$ cat config.mk
export PLATFORM = sky130hd
export DESIGN_NAME = logic_fabric_cell
export DESIGN_NICKNAME = d
export VERILOG_FILES = /design/src/hdl/fabric_pkg.sv /design/src/hdl/logic_fabric_cell.sv
export SDC_FILE = /design/constraint.sdc
export NUM_CORES = 1
export LEC_CHECK = 0
export BUFFER_PORTS_ARGS = -buffer_cell sky130_fd_sc_hd__buf_4
export CORE_ASPECT_RATIO = 0.7
export CORE_UTILIZATION = 40
export DETAILED_ROUTE_END_ITERATION = 12
export RECOVER_POWER = 25
export SYNTH_ARGS = -nofsm -noshare
export SYNTH_HDL_FRONTEND = slang
export SYNTH_SLANG_ARGS = --single-unit
$ cat constraint.sdc
create_clock -name i_clk -period 3.8 [get_ports i_clk]
set_clock_uncertainty 0.1 [all_clocks]
set_input_delay 0.38 -clock i_clk [delete_from_list [all_inputs] [get_ports i_clk]]
set_output_delay 0.38 -clock i_clk [all_outputs]
set_load 0.02 [all_outputs]
$ cat src/hdl/fabric_pkg.sv
// shared constants and types for the configurable logic cell block
package fabric_pkg;
    // cell input positions inside one input vector
    localparam int NUM_IN   = 22;
    localparam int A_LO     = 0;
    localparam int F_LO     = 6;
    localparam int B_LO     = 12;
    localparam int C_LO     = 14;
    localparam int D_LO     = 16;
    localparam int E_LO     = 18;
    localparam int QS_POS   = 20;
    localparam int QR_POS   = 21;
    localparam int WIDE_W   = 6;
    localparam int NARROW_W = 2;

    // register map, byte addresses
    localparam logic [11:0] CTRL_ADDR   = 12'h000;
    localparam logic [11:0] STATUS_ADDR = 12'h004;
    localparam logic [11:0] CELL_BASE   = 12'h010;
    localparam logic [11:0] CELL_STRIDE = 12'h010;
    localparam logic [1:0]  TIE_MASK_W  = 2'h0;
    localparam logic [1:0]  TIE_VAL_W   = 2'h1;
    localparam logic [1:0]  INVERT_W    = 2'h2;
    localparam logic [1:0]  ROUTE_W     = 2'h3;

    // field positions
    localparam int CTRL_MODE_LO  = 0;
    localparam int CTRL_SCAN_POS = 2;
    localparam int ROUTE_SET_LO  = 22;
    localparam int ROUTE_RST_LO  = 24;

    // reset values: every input tied low, no inversion, no feedback
    localparam logic [31:0] CTRL_RESET = 32'h0000_0000;
    localparam logic [21:0] MASK_RESET = 22'h3f_ffff;
    localparam logic [21:0] ZERO_22    = 22'h00_0000;

    // pad output driver modes
    typedef enum logic [1:0] {
        PAD_ACT_HIGH  = 2'h0,
        PAD_ACT_LOW   = 2'h1,
        PAD_OPEN_DRN  = 2'h2
    } pad_mode_t;

    // flip-flop set and reset sources
    typedef enum logic [1:0] {
        SR_NONE = 2'h0,
        SR_CELL = 2'h1,
        SR_TREE = 2'h2
    } sr_src_t;

    // per cell configuration
    typedef struct packed {
        logic [21:0] tie_mask;
        logic [21:0] tie_val;
        logic [21:0] invert;
        logic [21:0] feedback;
        sr_src_t     set_src;
        sr_src_t     rst_src;
    } cell_cfg_t;

    // five outputs of one cell
    typedef struct packed {
        logic az;
        logic fz;
        logic nz;
        logic oz;
        logic qz;
    } cell_out_t;

    // pad drive towards the board
    typedef struct packed {
        logic pad_o;
        logic pad_oe_n;
    } pad_drive_t;
endpackage

$ cat src/hdl/logic_fabric_cell.sv
// configurable logic cells with pad cells, scan chain and apb configuration
//
// Functional notes
// - cell: two 6-AND, four 2-AND, three muxes, flop
// - gating up to 14 wide, any 3-variable function
// - mux tree output feeds flop data input
// - separate set and reset force output at once
// - jk, sr, t, counter via gating and feedback
// - five separate outputs per cell
// - undriven inputs tied to constant one or zero
// - pad driven from 2-or through enabled buffer
// - pad active high, active low, open drain
// - input cell gives true and complement
// - clock tree pad reaches set and reset; flops clock on i_clk
// - all cell flops form a serial scan path
`timescale 1ns/1ns
module logic_fabric_cell #(
    parameter int NUM_CELLS = 2
) (
    input  wire logic                                  i_clk,
    input  wire logic                                  i_rst_n,
    // apb slave
    input  wire logic                                  psel,
    input  wire logic                                  penable,
    input  wire logic                                  pwrite,
    input  wire logic [11:0]                           paddr,
    input  wire logic [31:0]                           pwdata,
    output logic      [31:0]                           prdata,
    output logic                                       pready,
    output logic                                       pslverr,
    // routing into and out of the cell array
    input  wire logic [NUM_CELLS-1:0][fabric_pkg::NUM_IN-1:0] i_cell_in,
    output fabric_pkg::cell_out_t [NUM_CELLS-1:0]      o_cell_out,
    // clock tree pad, used as set or reset source
    input  wire logic                                  i_tree_pad,
    // bidirectional pad cell
    input  wire logic                                  i_io_or_a,
    input  wire logic                                  i_io_or_b,
    input  wire logic                                  i_io_en,
    input  wire logic                                  i_io_pad_i,
    output logic                                       o_io_pad_o,
    output logic                                       o_io_pad_oe_n,
    output logic                                       o_io_to_array,
    // dedicated input cell
    input  wire logic                                  i_in_pad,
    output logic                                       o_in_true,
    output logic                                       o_in_comp,
    // scan path
    input  wire logic                                  i_scan_in,
    output logic                                       o_scan_out
);

    typedef struct packed {
        logic [31:0]                          ctrl;
        fabric_pkg::cell_cfg_t [NUM_CELLS-1:0] cfg;
        logic [NUM_CELLS-1:0]                 q;
        logic [31:0]                          rdata;
        logic                                 slverr;
        logic                                 in_true;
        logic                                 in_comp;
        logic                                 io_in;
    } state_t;

    state_t state;
    state_t next_state;

    // decode: 0 none, 1 ctrl, 2 status, 3 cell register; cell and slot out
    function automatic logic [1:0] reg_kind(input logic [11:0] addr);
        logic [11:0] top;
        top = 12'(fabric_pkg::CELL_BASE + NUM_CELLS * fabric_pkg::CELL_STRIDE);
        if (addr[1:0] != 2'h0) begin
            reg_kind = 2'h0;
        end else if (addr == fabric_pkg::CTRL_ADDR) begin
            reg_kind = 2'h1;
        end else if (addr == fabric_pkg::STATUS_ADDR) begin
            reg_kind = 2'h2;
        end else if (addr >= fabric_pkg::CELL_BASE && addr < top) begin
            reg_kind = 2'h3;
        end else begin
            reg_kind = 2'h0;
        end
    endfunction

    function automatic int cell_idx(input logic [11:0] addr);
        logic [11:0] off;
        off = addr - fabric_pkg::CELL_BASE;
        cell_idx = int'(off[11:4]);
    endfunction

    // condition one raw input: feedback, constant tie, polarity
    function automatic logic [21:0] shape_in(
        input logic [21:0]           raw,
        input logic                  q,
        input fabric_pkg::cell_cfg_t c
    );
        logic [21:0] v;
        v = (raw & ~c.feedback) | ({22{q}} & c.feedback);
        v = (v & ~c.tie_mask) | (c.tie_val & c.tie_mask);
        shape_in = v ^ c.invert;
    endfunction

    // combinational part of one cell
    function automatic fabric_pkg::cell_out_t cell_eval(input logic [21:0] x);
        logic a_and;
        logic f_and;
        logic b_and;
        logic c_and;
        logic d_and;
        logic e_and;
        logic m1;
        logic m2;
        fabric_pkg::cell_out_t r;
        a_and = &x[fabric_pkg::A_LO +: fabric_pkg::WIDE_W];
        f_and = &x[fabric_pkg::F_LO +: fabric_pkg::WIDE_W];
        b_and = &x[fabric_pkg::B_LO +: fabric_pkg::NARROW_W];
        c_and = &x[fabric_pkg::C_LO +: fabric_pkg::NARROW_W];
        d_and = &x[fabric_pkg::D_LO +: fabric_pkg::NARROW_W];
        e_and = &x[fabric_pkg::E_LO +: fabric_pkg::NARROW_W];
        // two first-level muxes steered by the a gate
        m1 = a_and ? c_and : b_and;
        m2 = a_and ? e_and : d_and;
        r.az = a_and;
        r.fz = f_and;
        r.nz = m2;
        // final mux steered by f: a, f and e tied give 14-wide and
        r.oz = f_and ? m2 : m1;
        r.qz = 1'b0;
        cell_eval = r;
    endfunction

    // pick a set or reset source
    function automatic logic sr_pick(
        input fabric_pkg::sr_src_t s,
        input logic                pin,
        input logic                tree
    );
        unique case (s)
            fabric_pkg::SR_NONE: sr_pick = 1'b0;
            fabric_pkg::SR_CELL: sr_pick = pin;
            fabric_pkg::SR_TREE: sr_pick = tree;
            default:             sr_pick = 1'b0;
        endcase
    endfunction

    // per cell evaluated signals
    logic [NUM_CELLS-1:0][21:0]       cell_x;
    fabric_pkg::cell_out_t [NUM_CELLS-1:0] cell_comb;
    logic [NUM_CELLS-1:0]             cell_set;
    logic [NUM_CELLS-1:0]             cell_rst;
    logic [NUM_CELLS-1:0]             q_shown;
    logic [NUM_CELLS:0]               scan_chain;

    // cell array: gating, muxes and set/reset that act without waiting for a clock
    always_comb begin
        for (int k = 0; k < NUM_CELLS; k++) begin
            // feedback from the stored bit: taking qz here would loop through set/reset
            cell_x[k]    = shape_in(i_cell_in[k], state.q[k], state.cfg[k]);
            cell_comb[k] = cell_eval(cell_x[k]);
            cell_set[k]  = sr_pick(state.cfg[k].set_src,
                                   cell_x[k][fabric_pkg::QS_POS], i_tree_pad);
            cell_rst[k]  = sr_pick(state.cfg[k].rst_src,
                                   cell_x[k][fabric_pkg::QR_POS], i_tree_pad);
        end
    end

    // visible flop output: reset over set over stored value
    always_comb begin
        for (int k = 0; k < NUM_CELLS; k++) begin
            if (cell_rst[k]) begin
                q_shown[k] = 1'b0;
            end else if (cell_set[k]) begin
                q_shown[k] = 1'b1;
            end else begin
                q_shown[k] = state.q[k];
            end
        end
    end

    // scan source of each cell: serial input first, then previous cell
    assign scan_chain = {q_shown, i_scan_in};

    // five outputs per cell, qz free of the and gates
    always_comb begin
        for (int k = 0; k < NUM_CELLS; k++) begin
            o_cell_out[k]    = cell_comb[k];
            o_cell_out[k].qz = q_shown[k];
        end
    end

    // pad cell: or gate, enable, polarity and open drain
    logic                  io_or;
    fabric_pkg::pad_mode_t io_mode;
    fabric_pkg::pad_drive_t io_drv;

    always_comb begin
        io_or   = i_io_or_a | i_io_or_b;
        io_mode = fabric_pkg::pad_mode_t'(state.ctrl[fabric_pkg::CTRL_MODE_LO +: 2]);
        io_drv.pad_o    = 1'b0;
        io_drv.pad_oe_n = 1'b1;
        unique case (io_mode)
            fabric_pkg::PAD_ACT_HIGH: begin
                io_drv.pad_o    = io_or;
                io_drv.pad_oe_n = ~i_io_en;
            end
            fabric_pkg::PAD_ACT_LOW: begin
                io_drv.pad_o    = ~io_or;
                io_drv.pad_oe_n = ~i_io_en;
            end
            fabric_pkg::PAD_OPEN_DRN: begin
                // inverting: pull low on a one, float otherwise
                io_drv.pad_o    = 1'b0;
                io_drv.pad_oe_n = ~(i_io_en & io_or);
            end
            default: begin
                io_drv.pad_o    = 1'b0;
                io_drv.pad_oe_n = 1'b1;
            end
        endcase
    end

    assign o_io_pad_o    = io_drv.pad_o;
    assign o_io_pad_oe_n = io_drv.pad_oe_n;

    // apb decode for this access
    logic [1:0] kind;
    int         cidx;
    logic       wr_go;
    logic       rd_go;
    logic       scan_on;

    always_comb begin
        kind    = reg_kind(paddr);
        cidx    = (kind == 2'h3) ? cell_idx(paddr) : 0;
        wr_go   = psel & ~penable & pwrite;
        rd_go   = psel & ~penable & ~pwrite;
        scan_on = state.ctrl[fabric_pkg::CTRL_SCAN_POS];
    end

    // next state: registers, cell flops, pad samples
    always_comb begin
        next_state = state;
        // cell flops capture the mux output or the scan chain
        for (int k = 0; k < NUM_CELLS; k++) begin
            if (scan_on) begin
                next_state.q[k] = scan_chain[k];
            end else begin
                next_state.q[k] = cell_comb[k].oz;
            end
            // a held set or reset keeps the stored value forced as well
            if (cell_rst[k]) begin
                next_state.q[k] = 1'b0;
            end else if (cell_set[k]) begin
                next_state.q[k] = 1'b1;
            end
        end
        // dedicated input and pad input into the array
        next_state.in_true = i_in_pad;
        next_state.in_comp = ~i_in_pad;
        next_state.io_in   = i_io_pad_i;
        // registers answer in the setup cycle, ready in access cycle
        if (wr_go) begin
            next_state.slverr = (kind == 2'h0) || (kind == 2'h2);
            if (kind == 2'h1) begin
                next_state.ctrl = {29'h0, pwdata[2:0]};
            end else if (kind == 2'h3) begin
                unique case (paddr[3:2])
                    fabric_pkg::TIE_MASK_W: next_state.cfg[cidx].tie_mask = pwdata[21:0];
                    fabric_pkg::TIE_VAL_W:  next_state.cfg[cidx].tie_val  = pwdata[21:0];
                    fabric_pkg::INVERT_W:   next_state.cfg[cidx].invert   = pwdata[21:0];
                    fabric_pkg::ROUTE_W: begin
                        next_state.cfg[cidx].feedback = pwdata[21:0];
                        next_state.cfg[cidx].set_src  =
                            fabric_pkg::sr_src_t'(pwdata[fabric_pkg::ROUTE_SET_LO +: 2]);
                        next_state.cfg[cidx].rst_src  =
                            fabric_pkg::sr_src_t'(pwdata[fabric_pkg::ROUTE_RST_LO +: 2]);
                    end
                endcase
            end
        end else if (rd_go) begin
            next_state.slverr = (kind == 2'h0);
            next_state.rdata  = 32'h0000_0000;
            unique case (kind)
                2'h1: next_state.rdata = state.ctrl;
                2'h2: next_state.rdata = {29'h0, state.in_true, state.io_in, 1'b0}
                                         | 32'(q_shown) << 8;
                2'h3: begin
                    unique case (paddr[3:2])
                        fabric_pkg::TIE_MASK_W: next_state.rdata = {10'h0, state.cfg[cidx].tie_mask};
                        fabric_pkg::TIE_VAL_W:  next_state.rdata = {10'h0, state.cfg[cidx].tie_val};
                        fabric_pkg::INVERT_W:   next_state.rdata = {10'h0, state.cfg[cidx].invert};
                        fabric_pkg::ROUTE_W:    next_state.rdata = {6'h0,
                            state.cfg[cidx].rst_src, state.cfg[cidx].set_src,
                            state.cfg[cidx].feedback};
                    endcase
                end
                default: next_state.rdata = 32'h0000_0000;
            endcase
        end
    end

    // one register stage for all state, synchronous reset
    always_ff @(posedge i_clk) begin
        if (!i_rst_n) begin
            state.ctrl    <= fabric_pkg::CTRL_RESET;
            for (int k = 0; k < NUM_CELLS; k++) begin
                state.cfg[k].tie_mask <= fabric_pkg::MASK_RESET;
                state.cfg[k].tie_val  <= fabric_pkg::ZERO_22;
                state.cfg[k].invert   <= fabric_pkg::ZERO_22;
                state.cfg[k].feedback <= fabric_pkg::ZERO_22;
                state.cfg[k].set_src  <= fabric_pkg::SR_NONE;
                state.cfg[k].rst_src  <= fabric_pkg::SR_NONE;
            end
            state.q       <= '0;
            state.rdata   <= 32'h0000_0000;
            state.slverr  <= 1'b0;
            state.in_true <= 1'b0;
            state.in_comp <= 1'b1;
            state.io_in   <= 1'b0;
        end else begin
            state <= next_state;
        end
    end

    // bus and registered outputs
    assign prdata        = state.rdata;
    assign pslverr       = state.slverr & psel & penable;
    assign pready        = 1'b1;       // zero wait states
    assign o_in_true     = state.in_true;
    assign o_in_comp     = state.in_comp;
    assign o_io_to_array = state.io_in;
    assign o_scan_out    = q_shown[NUM_CELLS-1];

endmodule // logic_fabric_cell

After elaboration in Yosys (flattened, before gate mapping)
Cells that the tools add are included.

Output and inout bits: 50. Register bits after elaboration: 225. Logic and storage cells: 153.

Order comparisons: 4. Bitwise operators: 35. Multiplexer cells: 50. $add $sub $neg: 1. Equality and inequality tests: 17. Reduce and logical (&&, ||, !) cells: 26.

Operators by type and width (count): $bwmux 184 (6); $pmux 184 s4 (1); $demux 92 s1 (6); $mux 92 (4); $and 22x22->22 (8); $pmux 32 s4 (1); $pmux 32 s3 (1); $not 22->22 (4); $or 22x22->22 (4); $mux 70 (1); $mux 48 (1); $xor 22x22->22 (2); $mux 26 (1); $reduce_and 6->1 (4); $reduce_and 2->1 (10); $eq 2x2->1 const B (9); $mux 1 (16); $eq 2x1->1 const B (7); $eq 12x3->1 const B (1); $ge 12x5->1 const B (1); $logic_not 12->1 (1); $lt 12x6->1 const B (1); $sub 12x5->12 const B (1); $mux 2 (5); 16 further kinds (37).

Depth between registers and ports, before layout
Gate-level depths: netlist of the first run.

Depth after elaboration: 16. Gate-level depth with buffers: 14.

Worst setup path after synthesis of the first run
OpenSTA, ideal clock, no wires.

Path kind: flip-flop to output port. Start: reg with a tool-made name. End: out o_cell_out[1] (netlist name). Arrival time: 2416 ps. Slack: 904 ps. Required time: 3320 ps. Buffers on the path: 0. Cell stages (with the launch flop): 7. Cell sequence: dfxtp_1 mux2i_1 mux2i_1 o221ai_1 nor4_2 mux2i_1 mux2_2.

RTL lines: end: declaration (RTL line logic_fabric_cell.sv:33) `output fabric_pkg::cell_out_t [NUM_CELLS-1:0] o_cell_out,`.

==> summary.md, run 1 <==
| Metric | Value |
|---|---|
| Post-synthesis xor/xnor area fraction | 0.03880 |
| Yosys top cell area share | 0.3808 |
| Max-Cap Viols | 1 |
| RSZ-0062 raised after global routing | no |
| Data required, critical path | 3.32 ns |
| Clock sink count | 219 |
| Die Footprint | 0.02947 mm² |
| Total GRT Usage | 0.2331 |
| Largest family of logic cells by synthesized area | multiplexers |
| Place WS | 0.5002 ns |
| Num CTS Buffers | 24 |
| # setup viols final | 0 |
| VDD IR-drop max | 0.2592 mV |
| Worst path arrival time | 3.25 ns |
| Final Critical Period | 3.729 ns |
| DR WL met2 | 14.49 mm |
| DP HPWL | 23.32 mm |
| P_leak | 5.473 nW |
| CTS tree | built |
| GRT overflow | 0 |
| Cell variety after synth | 67 |
| CP peak stage delay | 0.66 ns |
| Status | finished with violations |
| Final Cycle Share | 0.9814 |
| Final slew viol count | 53 |
| Initial DRC Count | 647 |
| Worst reg2reg setup slack | 0.76 ns |
| GPL Wtd Cong | 0.8266 |
| CORE AREA | 0.02801 mm² |
| Top cells by area, synth | dfxtp_1 38%, mux2i_1 22%, nor2_1 5.6%, nand2_1 3.5%, mux4_2 3.3% |
| Clock Pin Slew Worst Setup and Hold Paths | 0.07 ns |
| Post-layout util | 0.4780 |
| Setup WS post-layout | 0.07082 ns |
| DR pass1 iterations | 5 |
| Mux share of post-synthesis cell area | 0.2838 |
| Metal-1 WL | 17.53 mm |
| Largest net degree at the start of global routing | 68 |
| Placed cell count | 1641 |
| Failing checks | capacitance limit, slew limit |
| Power density over the cells | 377.3 mW/mm² |
| Area share of and/or/nand/nor cells after synthesis | 0.1234 |
| Clk root buf | clkbuf_16 |
| I/O Buffers | 136 |
| Relative slew slack | -0.9588 |
| Post-synth top area cell | dfxtp_1 |
| Share of cells above drive strength 1 | 0.1818 |
| Mapped Avg Cell Area | 9.483 µm² |
| Crit path kind | reg -> out |
| Area Growth Syn to Fin | 16.32% |
| Mapped Area | 0.01151 mm² |
| Drc violations | 0 |
| Die width | 204.8 µm |
| Mapped Cells | 1214 |
| WL/cell | 20.57 µm |
| EDFF count, synth | 0 |
| Worst-Margin Slew | 2.938 ns |
| Site row count | 51 |
| Setup TNS Final | 0 ns |
| Skew-Pair Late Insertion Delay | 0.53 ns |
| H-tree Lvls | 1 |
| Vias in the first global route | 8560 |
| Vias | 9084 |
| Slowest stage cell, crit path | or4b_1 |
| CP Cell Sequence | buf_4 -> mux2i_1 -> xnor2_1 -> o22ai_1 -> or4b_1 -> mux2i_1 -> mux2_1 -> buf_4 |
| Most common cell after layout, fill and taps aside | mux2i_1 |
| I/O pin total | 150 |
| Sequential area share after synthesis | 0.3808 |
| HP Class | in -> reg |
| Post-CTS Resized | 0 |
| DR top layer | met4 |
| Adder-cell share of the synthesized area | 0.01304 |
| Predominant post-synthesis flop cell | dfxtp_1 |
| Die height | 143.9 µm |
| Fin cells | 1692 |
| CP Capture Type | output port |
| Nets | 1414 |
| Post-DRT Antenna Nets | 0 |
| Post-synth ARST share | 0 |
| Final hold violations | 0 |
| Crit-path max FO | 9 |
| WL final | 34.80 mm |
| Flops & latches, synth | 219 |
| Synth Area in Compound Gates | 0.08488 |
| Met3 WL post-DR | 2.208 mm |
| First-pass GRT wire length | 52.11 mm |
| Most frequent cells in the layout | 251 x mux2i_1, 219 x dfxtp_1, 172 x nor2_1 |
| Vias per cell | 5.369 |
| Fmax | 268.2 MHz |
| Initial antenna violation count | 1 |
| Critical Path Source Type | flop |
| Ys Warns | 0 |
| Starting Density | 0.4110 |
| Clock Tree Buf Depth | 3 |
==> what timing repair did <==
item / in CTS / in global routing
buffers inserted: 0 / 1
endpoints found under the hold margin: 6 / 0
hold buffers: 5 / 0
setup endpoints to repair: 0 / 1
==> per-stage QoR <==
| stage | area (µm²) | hold slack, ns | power [mW] |
|---|---|---|---|
| floorplan | 11530 | 0.3263 | 2.497 |
| global placement | 12660 | 0.3690 | 2.636 |
| detailed placement | 12660 | 0.3821 | 2.636 |
| CTS | 13540 | 0.006720 | 5.094 |
| global route | 13390 | 0.01853 | 5.218 |
| finish | 13390 | 0.01668 | 5.053 |
==> cells in the mapped netlist (all sizes together), types with 3 or more instances <==
| library cell | instances |
|---|---|
| a221oi | 6 |
| a21oi | 14 |
| dfxtp | 219 |
| inv | 24 |
| buf | 69 |
| nand4 | 6 |
| xor2 | 23 |
| a31oi | 4 |
| mux2 | 33 |
| nor3 | 5 |
| xnor2 | 28 |
| ha | 12 |
| and2 | 4 |
| a221o | 8 |
| mux2i | 251 |
| o21ai | 59 |
| nand3 | 6 |
| o211ai | 4 |
| a22oi | 31 |
| mux4 | 17 |
| nand2 | 111 |
| clkbuf | 56 |
| and3 | 4 |
| o221ai | 3 |
| nand2b | 3 |
| nor2b | 6 |
| nor2 | 175 |
==> logic make-up (layout without fill, tap and decap cells) <==
group / Yosys count / after routing
and+or+nand+nor: 331 / 331
muxes: 301 / 301
DFF: 219 / 219
buffers and inverters: 150 / 251
AOI/OAI and AO/OA: 148 / 148
xor gates and xnor gates: 51 / 51
adders and majority gates: 12 / 12
other: 2 / 8
==> routing by layer <==
metal | global-route usage | vias to the layer above
met5 | 0 | -
met1 | 0.3525 | 4381
met4 | 0.04831 | 0
li1 | - | 4355
met3 | 0.03878 | 38
met2 | 0.3417 | 310
==> power breakdown <==
part,switching [mW],internal [mW],leakage [nW]
Combinational,0.177,0.110,3.30
Clock,1.00,1.47,0.407
Sequential,0.00166,2.30,1.77
Total,1.18,3.87,5.47
==> final timing paths <==
check,startpoint,endpoint,cells past startpoint
setup / recovery,state[37]$_SDFF_PP0_,o_cell_out[6],8
hold / removal,pwdata[24],flop,3
setup reg to reg,state[37]$_SDFF_PP0_,state[37]$_SDFF_PP0_,8
hold reg to reg,prdata[5]$_SDFFE_PN0P_,prdata[5]$_SDFFE_PN0P_,2
==> layout make-up <==
class	count	area (µm²)
diodes	1	2.502
clock buffers	30	674.4
clock inverters	14	156.4
fillers	2670	14620
inverters	25	96.34
multi-input cells	850	6270
flip-flops and latches	219	4384
well taps	371	464.2
repair buffers	182	1344
==> worst max-delay path: cells and delay by family, from the launching register on <==
kind,cells,cell delay (ns)
simple gates,1,0.66
buf+inv,2,0.47
flops,1,0.49
xor+xnor,1,0.22
mux,3,0.71
compound gates,1,0.15
Note: power is estimated with default switching activity, not from simulation.
==> run 2: changes to the inputs <==
--- a/config.mk
+++ b/config.mk
@@ -6,9 +6,12 @@
 export NUM_CORES = 1
 export LEC_CHECK = 0
 export BUFFER_PORTS_ARGS = -buffer_cell sky130_fd_sc_hd__buf_4
+export CELL_PAD_IN_SITES_DETAIL_PLACEMENT = 1
+export CELL_PAD_IN_SITES_GLOBAL_PLACEMENT = 1
 export CORE_ASPECT_RATIO = 0.7
 export CORE_UTILIZATION = 40
 export DETAILED_ROUTE_END_ITERATION = 12
+export PLACE_DENSITY_LB_ADDON = 0.1
 export RECOVER_POWER = 25
 export SYNTH_ARGS = -nofsm -noshare
 export SYNTH_HDL_FRONTEND = slang
==> summary.md, run 2 (synthesized netlist as in run 1, its figures left out) <==
| Metric | Value |
|---|---|
| Status | finished with violations |
| Failing checks | capacitance limit, slew limit |
| I/O Buffers | 136 (unchanged) |
| Post-DRT Antenna Nets | 0 (unchanged) |
| CP Capture Type | output port |
| Vias per cell | 5.451 (+1.5%) |
| P_leak | 5.466 nW (-0.14%) |
| Num CTS Buffers | 24 (unchanged) |
| Fmax | 278.6 MHz (+3.9%) |
| Data required, critical path | 3.32 ns (about the same) |
| Clock Pin Slew Worst Setup and Hold Paths | 0.06 ns (about the same) |
| H-tree Lvls | 1 (unchanged) |
| CTS tree | built |
| Site row count | 51 (unchanged) |
| VDD IR-drop max | 0.3199 mV (+23%) |
| Final hold violations | 0 (unchanged) |
| Total GRT Usage | 0.2566 (+0.02354) |
| Initial DRC Count | 507 (-22%) |
| I/O pin total | 150 (unchanged) |
| Share of cells above drive strength 1 | 0.1808 (-0.001031) |
| Final slew viol count | 18 (-66%) |
| Crit-path max FO | 9 (unchanged) |
| Skew-Pair Late Insertion Delay | 0.53 ns (about the same) |
| Die Footprint | 0.02947 mm² (unchanged) |
| Post-layout util | 0.4773 (-0.0007140) |
| Setup TNS Final | 0 ns (unchanged) |
| Drc violations | 0 (unchanged) |
| DR pass1 iterations | 7 (+2) |
| # setup viols final | 0 (unchanged) |
| Worst reg2reg setup slack | 0.87 ns (+0.11 ns) |
| R2R depth | 8 (unchanged) |
| Worst path arrival time | 3.11 ns (-0.14 ns) |
| Diode count | 0 (-1) |
| Relative slew slack | -0.05244 (+0.9064) |
| WL/cell | 22.18 µm (+7.9%) |
| Worst-Margin Slew | 1.579 ns (-1.360 ns) |
| Critical Path Source Type | flop |
| Clock Tree Buf Depth | 3 (unchanged) |
| Die height | 143.9 µm (unchanged) |
| WHS Path Cells | 3 (unchanged) |
| GRT overflow | 0 (unchanged) |
| Nets | 1417 (+0.21%) |
| Clock sink count | 219 (unchanged) |
| Power, Total | 4.963 mW (-1.8%) |
| Most common cell after layout, fill and taps aside | mux2i_1 |
| Final Cycle Share | 0.9447 (-0.03666) |
| Crit path kind | reg -> out |
| First-pass GRT wire length | 56.93 mm (+9.2%) |
| GPL Wtd Cong | 0.8233 (-0.40%) |
| HP Class | in -> reg |
| Max-Cap Viols | 1 (unchanged) |
| RSZ-0062 raised after global routing | no |
| Vias in the first global route | 9208 (+7.6%) |
| Starting Density | 0.4110 (unchanged) |
| Vias | 9229 (+1.6%) |
| Die width | 204.8 µm (unchanged) |
| Final Critical Period | 3.590 ns (-0.1393 ns) |
| Clk root buf | clkbuf_16 |
| Most frequent cells in the layout | 251 x mux2i_1, 217 x dfxtp_1, 172 x nor2_1 |
| Initial antenna violation count | 0 (-1) |
| DP HPWL | 25.36 mm (+8.7%) |
| CORE AREA | 0.02801 mm² (unchanged) |
| Area Growth Syn to Fin | 16.15% |
| Largest net degree at the start of global routing | 152 (+120%) |
| Power density over the cells | 371.1 mW/mm² (-1.6%) |
| WL final | 37.55 mm (+7.9%) |
-- run 2: cell types whose count changed in the layout (fill, tap and decap cells not counted), sizes merged --
cell	delta
bufinv	-2
clkbuf	+13
buf	-1
diode	-1
clkinv	-4
inv	-1
clkinvlp	-3
-- run 2: power breakdown --
group          switching (mW)  leakage [nW]  internal [mW]  total, mW
sequential            0.00151          1.77           2.30       2.30
combinational           0.181          3.31          0.111      0.292
clock                   0.982         0.387           1.39       2.37
total                    1.16          5.47           3.80       4.96
-- run 2: path summary, 6_finish.rpt --
kind                          startpoint                endpoint
setup / recovery    state[37]$_SDFF_PP0_           o_cell_out[6]
setup reg to reg    state[37]$_SDFF_PP0_    state[37]$_SDFF_PP0_
hold / removal                pwdata[23]                    flop
hold reg to reg   prdata[5]$_SDFFE_PN0P_  prdata[5]$_SDFFE_PN0P_
-- run 2: layer usage --
| metal | GRT usage | wire length, µm | vias to the layer above | part of all wire |
|---|---|---|---|---|
| met4 | 0.05106 | 670 | 0 | 0.018 |
| met3 | 0.03741 | 1874 | 37 | 0.050 |
| li1 | - | - | 4371 | - |
| met2 | 0.3898 | 15960 | 212 | 0.42 |
| met1 | 0.3817 | 19050 | 4609 | 0.51 |
| met5 | 0 | 0 | - | 0 |
-- run 2: what timing repair did --
action,in CTS,in global routing
hold endpoints to repair,6,0
resized for setup,0,2
hold buffers,5,0
setup endpoints to repair,0,2
setup buffers,0,1
-- run 2: critical path, stage by stage, from the launching register on --
cell,delay [ns]
dfxtp_2,0.41
buf_4,0.24
mux2i_1,0.12
xnor2_1,0.18
o22ai_1,0.13
or4b_1,0.69
mux2i_1,0.19
mux2_1,0.41
buf_4,0.20
-- run 2: layout make-up --
| type | count | area [µm²] |
|---|---|---|
| Fill cell | 3206 | 14640 |
| Clock buffer | 39 | 738.2 |
| Timing Repair Buffer | 185 | 1364 |
| Multi-Input combinational cell | 850 | 6277 |
| Sequential cell | 219 | 4387 |
| Clock inverter | 4 | 45.04 |
| Inverter | 25 | 96.34 |
| Tap cell | 371 | 464.2 |
-- run 2: per-stage QoR --
step | cells | worst slack [ns] | cell area [µm²] | hold slack, ns
after floorplan | 1219 | 0.9039 | 11530 | 0.3263
after global placement | 1644 | 0.3829 | 12700 | 0.3651
after detailed placement | 1644 | 0.3274 | 12700 | 0.3641
after CTS | 1692 | 0.05183 | 13530 | 0.007464
after global routing | 1693 | 0.04593 | 13370 | 0.01750
final | 1693 | 0.2101 | 13370 | 0.01679
